File: config.mk
export PLATFORM = sky130hd
export DESIGN_NAME = msc_cell_mapper
export DESIGN_NICKNAME = d
export VERILOG_FILES = /design/src/verilog/msc_pkg.sv /design/src/verilog/msc_cell_mapper.sv /design/src/verilog/msc_pos_track.sv
export SDC_FILE = /design/constraint.sdc
export NUM_CORES = 1
export LEC_CHECK = 0
export BUFFER_PORTS_ARGS = -buffer_cell sky130_fd_sc_hd__buf_2
export CAP_MARGIN = 30
export CORE_MARGIN = 10
export CORE_UTILIZATION = 45
export CTS_CLUSTER_DIAMETER = 100
export CTS_CLUSTER_SIZE = 40
export DETAILED_ROUTE_END_ITERATION = 10
export GPL_ROUTABILITY_DRIVEN = 0
export PLACE_DENSITY = 0.72
export SLEW_MARGIN = 10
export SYNTH_ARGS = -nofsm -noshare
export SYNTH_HDL_FRONTEND = slang
export SYNTH_SLANG_ARGS = --single-unit
File: constraint.sdc
create_clock -name pclk -period 11.6 [get_ports pclk]
set_input_delay 1.16 -clock pclk [delete_from_list [all_inputs] [get_ports pclk]]
set_output_delay 1.16 -clock pclk [all_outputs]
set_load 0.1 [all_outputs]
File: src/verilog/msc_pkg.sv
// Purpose: shared constants and types for the MISO pilot carrier mapper
// Assumes: APB register access, one cell per carrier
// Notes: register offsets are byte addresses

package msc_pkg;
  localparam int AW = 8;
  localparam int KW = 15;
  localparam int CELL_W = 12;
  localparam int DXW = 6;
  localparam int CTRL_W = 11;

  localparam logic [AW-1:0] ADDR_CTRL = 8'h00;
  localparam logic [AW-1:0] ADDR_STATUS = 8'h04;
  localparam logic [AW-1:0] ADDR_DX = 8'h08;
  localparam logic [AW-1:0] ADDR_ACE = 8'h0C;
  localparam logic [AW-1:0] ADDR_CELLS = 8'h10;

  // Control fields
  localparam int CTRL_MISO = 0;
  localparam int CTRL_GRP2 = 1;
  localparam int CTRL_EXT = 2;
  localparam int CTRL_ROT = 3;
  localparam int CTRL_ACE = 4;
  localparam int CTRL_TR = 5;
  localparam int CTRL_FFT = 8;
  localparam logic [CTRL_W-1:0] CTRL_RST = 11'h000;
  localparam logic [DXW-1:0] DX_RST = 6'h03;

  // Status fields
  localparam int ST_EXT = 0;
  localparam int ST_EXT_REF = 1;
  localparam int ST_ACE = 2;
  localparam int ST_TR = 3;
  localparam int ST_MISO = 4;
  localparam int ST_OVALID = 5;

  localparam logic [2:0] P2_SP_MISO = 3'h3;
  localparam logic [2:0] P2_SP_WIDE = 3'h6;
  localparam logic [KW-1:0] P1_KC = 15'h01AA;
  localparam logic [KW-1:0] P1_MASK = 15'h03FF;

  typedef enum logic [2:0] {
    MSC_FFT_1K, MSC_FFT_2K, MSC_FFT_4K, MSC_FFT_8K, MSC_FFT_16K, MSC_FFT_32K
  } msc_fft_t;
  typedef enum logic [1:0] {
    MSC_SYM_P1, MSC_SYM_P2, MSC_SYM_DATA, MSC_SYM_FC
  } msc_sym_t;
  typedef enum logic [2:0] {
    MSC_ROLE_DATA, MSC_ROLE_SCAT, MSC_ROLE_CONT, MSC_ROLE_EDGE,
    MSC_ROLE_P2, MSC_ROLE_FC, MSC_ROLE_RSVD
  } msc_role_t;
  typedef enum logic [2:0] {
    MSC_BOOST_NONE, MSC_BOOST_SCAT, MSC_BOOST_CONT, MSC_BOOST_P2, MSC_BOOST_FC
  } msc_boost_t;

  typedef struct packed {
    logic sof;
    logic frame_start;
    msc_sym_t sym;
    logic sym_odd;
    msc_role_t role;
    logic tr_partner;
    logic signed [CELL_W-1:0] re;
    logic signed [CELL_W-1:0] im;
  } msc_cell_in_t;

  typedef struct packed {
    msc_sym_t sym;
    msc_role_t role;
    msc_boost_t boost;
    logic inverted;
    logic ace_apply;
    logic [KW-1:0] carrier;
    logic [KW-1:0] prbs_idx;
    logic [KW-1:0] bin;
    logic signed [CELL_W-1:0] re;
    logic signed [CELL_W-1:0] im;
  } msc_cell_out_t;

  function automatic logic [KW-1:0] ktot_norm(input msc_fft_t f);
    case (f)
      MSC_FFT_1K: ktot_norm = 15'h0355;
      MSC_FFT_2K: ktot_norm = 15'h06A9;
      MSC_FFT_4K: ktot_norm = 15'h0D51;
      MSC_FFT_8K: ktot_norm = 15'h1AA1;
      MSC_FFT_16K: ktot_norm = 15'h3541;
      default: ktot_norm = 15'h6A81;
    endcase
  endfunction

  function automatic logic [KW-1:0] kext(input msc_fft_t f);
    case (f)
      MSC_FFT_8K: kext = 15'h0030;
      MSC_FFT_16K: kext = 15'h0090;
      MSC_FFT_32K: kext = 15'h0120;
      default: kext = 15'h0000;
    endcase
  endfunction

  function automatic logic [KW-1:0] fft_mask(input msc_fft_t f);
    case (f)
      MSC_FFT_1K: fft_mask = 15'h03FF;
      MSC_FFT_2K: fft_mask = 15'h07FF;
      MSC_FFT_4K: fft_mask = 15'h0FFF;
      MSC_FFT_8K: fft_mask = 15'h1FFF;
      MSC_FFT_16K: fft_mask = 15'h3FFF;
      default: fft_mask = 15'h7FFF;
    endcase
  endfunction
endpackage

File: src/verilog/msc_cell_mapper.sv
// Purpose: frequency-domain cell mapper with MISO pilot handling
// Assumes: cells from the frame builder one per carrier, ascending
// Notes: APB slave, config taken at frame start, half-rate stream
`timescale 1ns/100ps
`default_nettype none

// Notes on behaviour
// - group two inverts scattered, continual, closing pilots on odd Dx carriers
// - group two inverts P2 pilots on alternate multiples of P2 spacing
// - group two inverts edge pilots on alternate symbols
// - in the closing symbol the edge-pilot inversion wins
// - MISO P2 carriers between first normal and inverted pilot become pilots
// - MISO P2 partner of an unpaired reserved tone becomes a pilot
// - extended carriers only for 8K, 16K and 32K
// - extension count added on each side of the normal carriers
// - pilot PRBS indexed by physical carrier position
// - normal mode lowest carrier uses PRBS element at extension count
// - reserved tone cells are zeroed and carry no data
// - extended mode raises top index, centre stays at centre bin
// - P1 carrier 426 maps to the centre frequency bin
// - ACE disabled while rotated constellations are on
// - ACE touches only data cells
// - ACE and tone reservation enable independently
// - reserved tones in P2 kept whatever the peak reduction flag
// - closing pilots on Dx multiples, edge carriers carry edge pilots
// - edge pilots boosted like scattered pilots
module msc_cell_mapper (
  input wire logic pclk,
  input wire logic presetn,
  input wire logic ce,
  input wire logic psel,
  input wire logic penable,
  input wire logic pwrite,
  input wire logic [msc_pkg::AW-1:0] paddr,
  input wire logic [31:0] pwdata,
  output logic [31:0] prdata,
  output logic pready,
  output logic pslverr,
  input wire logic in_valid,
  input wire msc_pkg::msc_cell_in_t in_cell,
  output logic in_ready,
  output logic out_valid,
  output msc_pkg::msc_cell_out_t out_cell,
  input wire logic out_ready
);
  typedef struct packed {
    logic [msc_pkg::CTRL_W-1:0] ctrl;
    logic [msc_pkg::DXW-1:0] dx;
    logic [31:0] ace;
    logic [msc_pkg::CTRL_W-1:0] act;
    logic [msc_pkg::DXW-1:0] act_dx;
    logic ext_on;
    logic ext_ref;
    logic [15:0] cells;
    logic pready;
    logic pslverr;
    logic [31:0] prdata;
    logic in_ready;
    logic out_valid;
    msc_pkg::msc_cell_out_t out;
  } msc_st_t;

  msc_st_t st_q;
  msc_st_t nx;
  logic acc;
  logic [msc_pkg::CTRL_W-1:0] cfg;
  logic [msc_pkg::DXW-1:0] cfg_dx;
  msc_pkg::msc_fft_t fft;
  logic miso, grp2, ext_ok, ext, p2_miso;
  logic [2:0] p2sp;
  logic [msc_pkg::KW-1:0] k, kx, ktot, kmax, kc, lo, hi;
  logic dx_hit, dx_odd, p2_odd;

  assign acc = ce && in_valid && st_q.in_ready;
  assign cfg = in_cell.frame_start ? st_q.ctrl : st_q.act;
  assign cfg_dx = in_cell.frame_start ? st_q.dx : st_q.act_dx;
  assign fft = msc_pkg::msc_fft_t'(cfg[msc_pkg::CTRL_FFT +: 3]);
  assign miso = cfg[msc_pkg::CTRL_MISO];
  assign grp2 = cfg[msc_pkg::CTRL_GRP2];
  assign ext_ok = fft inside {msc_pkg::MSC_FFT_8K, msc_pkg::MSC_FFT_16K,
                              msc_pkg::MSC_FFT_32K};
  assign ext = cfg[msc_pkg::CTRL_EXT] && ext_ok;
  assign p2sp = (miso || fft != msc_pkg::MSC_FFT_32K) ?
                msc_pkg::P2_SP_MISO : msc_pkg::P2_SP_WIDE;
  assign kx = msc_pkg::kext(fft);
  assign ktot = msc_pkg::ktot_norm(fft) + (ext ? (kx << 1) : '0);
  assign kmax = ktot - 1'b1;
  assign kc = kmax >> 1;
  assign lo = ext ? kx : '0;
  assign hi = lo + msc_pkg::ktot_norm(fft) - 1'b1;
  assign p2_miso = miso && in_cell.sym == msc_pkg::MSC_SYM_P2;

  msc_pos_track #(
    .KW(msc_pkg::KW),
    .DXW(msc_pkg::DXW)
  ) u_track (
    .pclk(pclk),
    .presetn(presetn),
    .ce(ce),
    .adv(acc),
    .sof(in_cell.sof),
    .dx(cfg_dx),
    .p2sp(p2sp),
    .k(k),
    .dx_hit(dx_hit),
    .dx_odd(dx_odd),
    .p2_odd(p2_odd)
  );

  always_comb begin
    msc_pkg::msc_role_t role;
    logic inv;
    logic hit;
    logic [31:0] rd;
    logic [31:0] stat;
    role = in_cell.role;
    inv = 1'b0;
    hit = 1'b1;
    rd = '0;
    stat = '0;
    nx = st_q;
    stat[msc_pkg::ST_EXT] = st_q.ext_on;
    stat[msc_pkg::ST_EXT_REF] = st_q.ext_ref;
    stat[msc_pkg::ST_ACE] = st_q.act[msc_pkg::CTRL_ACE] &&
                            !st_q.act[msc_pkg::CTRL_ROT];
    stat[msc_pkg::ST_TR] = st_q.act[msc_pkg::CTRL_TR];
    stat[msc_pkg::ST_MISO] = st_q.act[msc_pkg::CTRL_MISO];
    stat[msc_pkg::ST_OVALID] = st_q.out_valid;
    case (paddr)
      msc_pkg::ADDR_CTRL: rd[msc_pkg::CTRL_W-1:0] = st_q.ctrl;
      msc_pkg::ADDR_STATUS: rd = stat;
      msc_pkg::ADDR_DX: rd[msc_pkg::DXW-1:0] = st_q.dx;
      msc_pkg::ADDR_ACE: rd = st_q.ace;
      msc_pkg::ADDR_CELLS: rd[15:0] = st_q.cells;
      default: hit = 1'b0;
    endcase
    // Cell role adjustments
    if (in_cell.sym == msc_pkg::MSC_SYM_FC) begin
      if (k == '0 || k == kmax) begin
        role = msc_pkg::MSC_ROLE_EDGE;
      end else if (dx_hit) begin
        role = msc_pkg::MSC_ROLE_FC;
      end
    end
    if (p2_miso && (k == lo + 1'b1 || k == lo + 2'h2 ||
        k == hi - 2'h2 || k == hi - 1'b1)) begin
      role = msc_pkg::MSC_ROLE_P2;
    end
    if (p2_miso && role != msc_pkg::MSC_ROLE_RSVD && in_cell.tr_partner) begin
      role = msc_pkg::MSC_ROLE_P2;
    end
    if (role == msc_pkg::MSC_ROLE_RSVD && in_cell.sym != msc_pkg::MSC_SYM_P2 &&
        !cfg[msc_pkg::CTRL_TR]) begin
      role = msc_pkg::MSC_ROLE_DATA;
    end
    // Group two sign inversion
    if (miso && grp2) begin
      case (role)
        msc_pkg::MSC_ROLE_SCAT: inv = dx_odd;
        msc_pkg::MSC_ROLE_CONT: inv = dx_odd;
        msc_pkg::MSC_ROLE_FC: inv = dx_odd;
        msc_pkg::MSC_ROLE_P2: inv = p2_odd;
        msc_pkg::MSC_ROLE_EDGE: inv = in_cell.sym_odd;
        default: inv = 1'b0;
      endcase
    end
    if (ce) begin
      // APB slave
      nx.pready = 1'b0;
      nx.pslverr = 1'b0;
      if (psel && !penable) begin
        nx.pready = 1'b1;
        nx.pslverr = !hit;
        nx.prdata = hit ? rd : '0;
      end
      if (psel && penable && st_q.pready && pwrite && !st_q.pslverr) begin
        case (paddr)
          msc_pkg::ADDR_CTRL: nx.ctrl = pwdata[msc_pkg::CTRL_W-1:0];
          msc_pkg::ADDR_DX: nx.dx = pwdata[msc_pkg::DXW-1:0];
          msc_pkg::ADDR_ACE: nx.ace = pwdata;
          default: nx.ctrl = st_q.ctrl;
        endcase
      end
      // Cell stream
      if (st_q.out_valid && out_ready) begin
        nx.out_valid = 1'b0;
      end
      if (acc) begin
        if (in_cell.frame_start) begin
          nx.act = st_q.ctrl;
          nx.act_dx = st_q.dx;
          nx.ext_on = ext;
          nx.ext_ref = st_q.ctrl[msc_pkg::CTRL_EXT] && !ext_ok;
        end
        nx.out_valid = 1'b1;
        nx.cells = st_q.cells + 1'b1;
        nx.out.sym = in_cell.sym;
        nx.out.role = role;
        nx.out.inverted = inv;
        nx.out.carrier = k;
        nx.out.prbs_idx = k + (ext ? '0 : kx);
        if (in_cell.sym == msc_pkg::MSC_SYM_P1) begin
          nx.out.bin = (k - msc_pkg::P1_KC) & msc_pkg::P1_MASK;
        end else begin
          nx.out.bin = (k - kc) & msc_pkg::fft_mask(fft);
        end
        case (role)
          msc_pkg::MSC_ROLE_SCAT: nx.out.boost = msc_pkg::MSC_BOOST_SCAT;
          msc_pkg::MSC_ROLE_EDGE: nx.out.boost = msc_pkg::MSC_BOOST_SCAT;
          msc_pkg::MSC_ROLE_CONT: nx.out.boost = msc_pkg::MSC_BOOST_CONT;
          msc_pkg::MSC_ROLE_P2: nx.out.boost = msc_pkg::MSC_BOOST_P2;
          msc_pkg::MSC_ROLE_FC: nx.out.boost = msc_pkg::MSC_BOOST_FC;
          default: nx.out.boost = msc_pkg::MSC_BOOST_NONE;
        endcase
        // ACE and tone reservation are separate controls
        nx.out.ace_apply = cfg[msc_pkg::CTRL_ACE] && !cfg[msc_pkg::CTRL_ROT] &&
                           role == msc_pkg::MSC_ROLE_DATA;
        if (role == msc_pkg::MSC_ROLE_RSVD) begin
          nx.out.re = '0;
          nx.out.im = '0;
        end else begin
          nx.out.re = inv ? -in_cell.re : in_cell.re;
          nx.out.im = inv ? -in_cell.im : in_cell.im;
        end
      end
      nx.in_ready = !nx.out_valid;
    end
  end

  always_ff @(posedge pclk or negedge presetn) begin
    if (!presetn) begin
      st_q <= '0;
      st_q.ctrl <= msc_pkg::CTRL_RST;
      st_q.dx <= msc_pkg::DX_RST;
      st_q.act <= msc_pkg::CTRL_RST;
      st_q.act_dx <= msc_pkg::DX_RST;
    end else begin
      st_q <= nx;
    end
  end

  assign prdata = st_q.prdata;
  assign pready = st_q.pready;
  assign pslverr = st_q.pslverr;
  assign in_ready = st_q.in_ready;
  assign out_valid = st_q.out_valid;
  assign out_cell = st_q.out;
endmodule

`default_nettype wire

File: src/verilog/msc_pos_track.sv
// Purpose: carrier position tracker for the cell mapper
// Assumes: one cell per carrier, ascending, first cell flagged by sof
// Notes: outputs describe the cell currently offered
`timescale 1ns/100ps
`default_nettype none

module msc_pos_track #(
  parameter int KW = msc_pkg::KW,
  parameter int DXW = msc_pkg::DXW
) (
  input wire logic pclk,
  input wire logic presetn,
  input wire logic ce,
  input wire logic adv,
  input wire logic sof,
  input wire logic [DXW-1:0] dx,
  input wire logic [2:0] p2sp,
  output logic [KW-1:0] k,
  output logic dx_hit,
  output logic dx_odd,
  output logic p2_odd
);
  typedef struct packed {
    logic [KW-1:0] k;
    logic [DXW-1:0] dxc;
    logic dxp;
    logic [2:0] p2c;
    logic p2p;
  } msc_trk_t;

  msc_trk_t st_q;
  msc_trk_t st_d;
  msc_trk_t cur;

  always_comb begin
    cur = sof ? '0 : st_q;
    st_d = st_q;
    if (ce && adv) begin
      st_d.k = cur.k + 1'b1;
      if (cur.dxc + 1'b1 == dx) begin
        st_d.dxc = '0;
        st_d.dxp = ~cur.dxp;
      end else begin
        st_d.dxc = cur.dxc + 1'b1;
        st_d.dxp = cur.dxp;
      end
      if (cur.p2c + 1'b1 == p2sp) begin
        st_d.p2c = '0;
        st_d.p2p = ~cur.p2p;
      end else begin
        st_d.p2c = cur.p2c + 1'b1;
        st_d.p2p = cur.p2p;
      end
    end
  end

  always_ff @(posedge pclk or negedge presetn) begin
    if (!presetn) begin
      st_q <= '0;
    end else begin
      st_q <= st_d;
    end
  end

  assign k = cur.k;
  assign dx_hit = (cur.dxc == '0);
  assign dx_odd = cur.dxp;
  assign p2_odd = cur.p2p;
endmodule

`default_nettype wire
==> impl_results.md <==
* Post-CTS repair timing setup buffer count at 0
* Max Root-Sink Buffers at 3
* Proportion of layout cells with a drive suffix above 1 at 20.67%
* CP endpoint kind: register
* Combinational Power Share at 42.2%
* H-tree Lvls at 1
* Design area at 14,560 µm²
* Row cnt at 63
* CTS tree: done
* Pwr Density at 165.5 nW/µm²
* Most common flop cell mapped by yosys: dfrtp_1
* Syn avg cell area at 9.015 µm²
* Hold EP: prdata[23]
* Largest net degree at the start of global routing at 96
* Num CTS Buffers at 11
* CTS resizes at 0
* Worst-margin pin slew at 0.9280 ns
* Final period util at 58.63%
* Critical path origin: in_cell[31]
* Core Box Area at 29,870 µm²
* Grt total ovfl at 0
* Max FO, Critical Path at 43
* DRC Markers at 0
* Sequential Power Share at 38.6%
* Worst-path cell chain: buf_2 > mux2i_1 > nand3_1 > o21a_1 > nor2_1 > ha_1 > inv_1 > fa_1 > nor2b_1 > o21ai_0 > a32oi_1 > a21oi_1 > o2111ai_1 > a22oi_1 > a41oi_1 > o311a_1 > a311oi_1 > a211oi_4 > buf_4 > mux2i_1 > a311o_1
* Nets at 1,678
* Max-slew headroom at 38.01%
* Part of the Yosys area used for sequential elements at 39.69%
* Critical path's top delay family: compound AO/OA/AOI/OAI gates
* WP buf/inv at 3
* Die Span Y at 194.8 µm
* Total GRT Usage at 18.52%
* Pre-antenna DRT Iters at 6
* Reg2reg setup slack at 5.60 ns
* Endpoints failing setup at 0
* Critical path's largest stage delay at 0.60 ns
* Die area at 37,960 µm²
* Post-synthesis mux area share at 7.531%
* Setup_tns at 0 ns
* Final hold slack at 0.4758 ns
* Most frequent cells in the layout: nand2_1 (246), dfrtp_1 (214), buf_2 (195), nor2_1 (92), o21ai_0 (87)
* Clock transition at the registers of the reported paths at 0.13 ns
* Total power at 2410 µW
* Routed Antenna Nets at 0
* Synth top area share at 38.93%
* Xor-xnor portion of the synthesized cell area at 5.766%
* EDFF count, synth at 0
* Warnings from Yosys at 0
* Synth unique cells at 89
* Register bit total from synthesis at 218
* Reg2reg end: out_cell[2]
* IO Pins at 196
* DPL Wire Length at 26,980 µm
* Mapped Nets at 1,649
* Share of synthesized registers carrying an async set or reset at 100.0%
* Commonest non-fill, non-tap cell in the layout: nand2_1
* Initial antenna violation count at 3
* Initial Util at 46.05%
* Detailed-route via count at 11,211
* Hold-fix buffers, CTS at 0
* Clk Tree Root Cell: clkbuf_16
* Worst r2r path cells at 20
* Drt initial violations at 1,238
* Leakage at 0.006895 µW
* Reg2reg start: st_q[196]
* Die X-Extent at 194.8 µm
* Max cap viols at 0
* Hold depth at 2
* Clock power share at 19.2%
* Worst endpoint data arrival time at 7.19 ns
* Placed cell area at 14,200 µm²
* Largest family of logic cells by synthesized area: simple AND/OR/NAND/NOR gates
* Slew Viols, Final at 0
* FMAX at 147.0 MHz
* First-pass GRT wire length at 59,420 µm
* Clock Latency Late Sink at 0.50 ns
* Fin crit period at 6.801 ns
* Status: complete, no violations
* Min-delay src: prdata[23]
* P_sw at 1168 µW
* Cells after Synth at 1,526
* Internal at 1241 µW
* Drt wl/cell at 18.87 µm
* Area share of and/or/nand/nor cells after synthesis at 18.42%
* Fraction of the mapped netlist area in adder cells at 3.984%
* PortBufs at 195
* Synth Area in Compound Gates at 14.79%
* Crit Path Category: in -> reg
* Area leader, netlist: dfrtp_1
* Synth Cell Area at 13,760 µm²
* HP Class: reg -> reg
* CP max stage cell: buf_2
* Fill count at 2,845
* CP most frequent cell: mux2i_1
* Worst vdd ir at 123.3 µV
* RSZ-0062 raised after global routing: false
* Number of global-route vias before repair at 11,020
* Worst Slack Setup Final at 4.799 ns
* Startpoint Class: input pin
* CP required at 11.99 ns
* Dpl ws at 4.470 ns
* Vias/cell at 5.749
* Final Hold Viols at 0
* P&R area growth vs syn at 5.830%
* Skew final at 0.04625 ns
* Top post-synthesis cells by area: dfrtp_1 (39%), nand2_1 (6.7%), buf_4 (6.2%)
* Final WL at 36,810 µm
* CTS sink count at 218
* Sw Share at 48.49%
cells by family after synthesis:
group | count (synthesis)
muxes | 94
buffers and inverters | 240
xor gates and xnor gates | 89
DFF | 218
AOI/OAI and AO/OA | 298
adders and majority gates | 42
and+or+nand+nor | 545
layer usage:
layer | GRT usage [%] | wire length [µm] | vias to the layer above
met5 | 0 | 23 | -
met4 | 4.875 | 805 | 4
met3 | 3.597 | 2873 | 65
met2 | 29.35 | 16960 | 424
met1 | 25.29 | 16150 | 5414
li1 | - | - | 5304
layout make-up:
class | count | area, µm² | area share (%)
clock inverter | 4 | 68.82 | 0.4727
antenna | 2 | 5.005 | 0.03438
multi-input combinational | 1068 | 6974 | 47.90
timing repair buffer | 211 | 1115 | 7.657
sequential | 218 | 5460 | 37.50
tap | 390 | 488.0 | 3.352
inverter | 45 | 168.9 | 1.160
clock buffer | 12 | 279.0 | 1.916
worst register-to-register path: cells and delay by family (launching register included):
kind | cells | cell delay [ns]
compound gates | 11 | 2.75
fa+ha+maj | 2 | 0.68
flops | 1 | 0.56
mux | 2 | 0.69
buf+inv | 2 | 0.48
simple gates | 3 | 0.76
worst max-delay path by stage:
stage	end	slack [ns]	depth (start not counted)
2_1_floorplan	out_cell[14]	6.05	22
3_3_place_gp	out_cell[2]	4.79	20
3_5_place_dp	out_cell[14]	4.47	21
4_1_cts	out_cell[2]	4.97	21
5_1_grt	out_cell[2]	4.34	21
6_report	out_cell[2]	4.80	21
sequential cells by signal (all words and copies together) (netlist names):
register,flops
out_cell,74
pslverr,1
pready,1
in_ready,1
prdata,32
u_track.st_q,26
out_valid,1
st_q,82
synthesized netlist by cell type (all sizes together), types with 12 or more instances:
cell,instances
o21a,22
nor3,31
inv,44
and3,13
o21ai,91
a32oi,19
nor4,12
nand3,52
nand4,28
xor2,25
nor2b,16
o211ai,24
clkbuf,59
nor2,93
mux2,66
mux2i,27
dfrtp,214
nand2,247
buf,136
xnor2,63
a21oi,44
ha,39
stage by stage:
stage	util, %	instances
after CTS	48.70	1947
after floorplan	-	1526
final	48.73	1950
after global routing	48.72	1948
after global placement	47.45	1929
after detailed placement	47.54	1931
power groups by stage:
stage	logic [µW]	registers (µW)	clock network [µW]
after CTS	1020	931	479
after floorplan	939	936	0
after detailed placement	1020	944	0
after global placement	1010	940	0
after global routing	1080	944	504
final	1020	930	462
(Power assumes the default switching activity.)
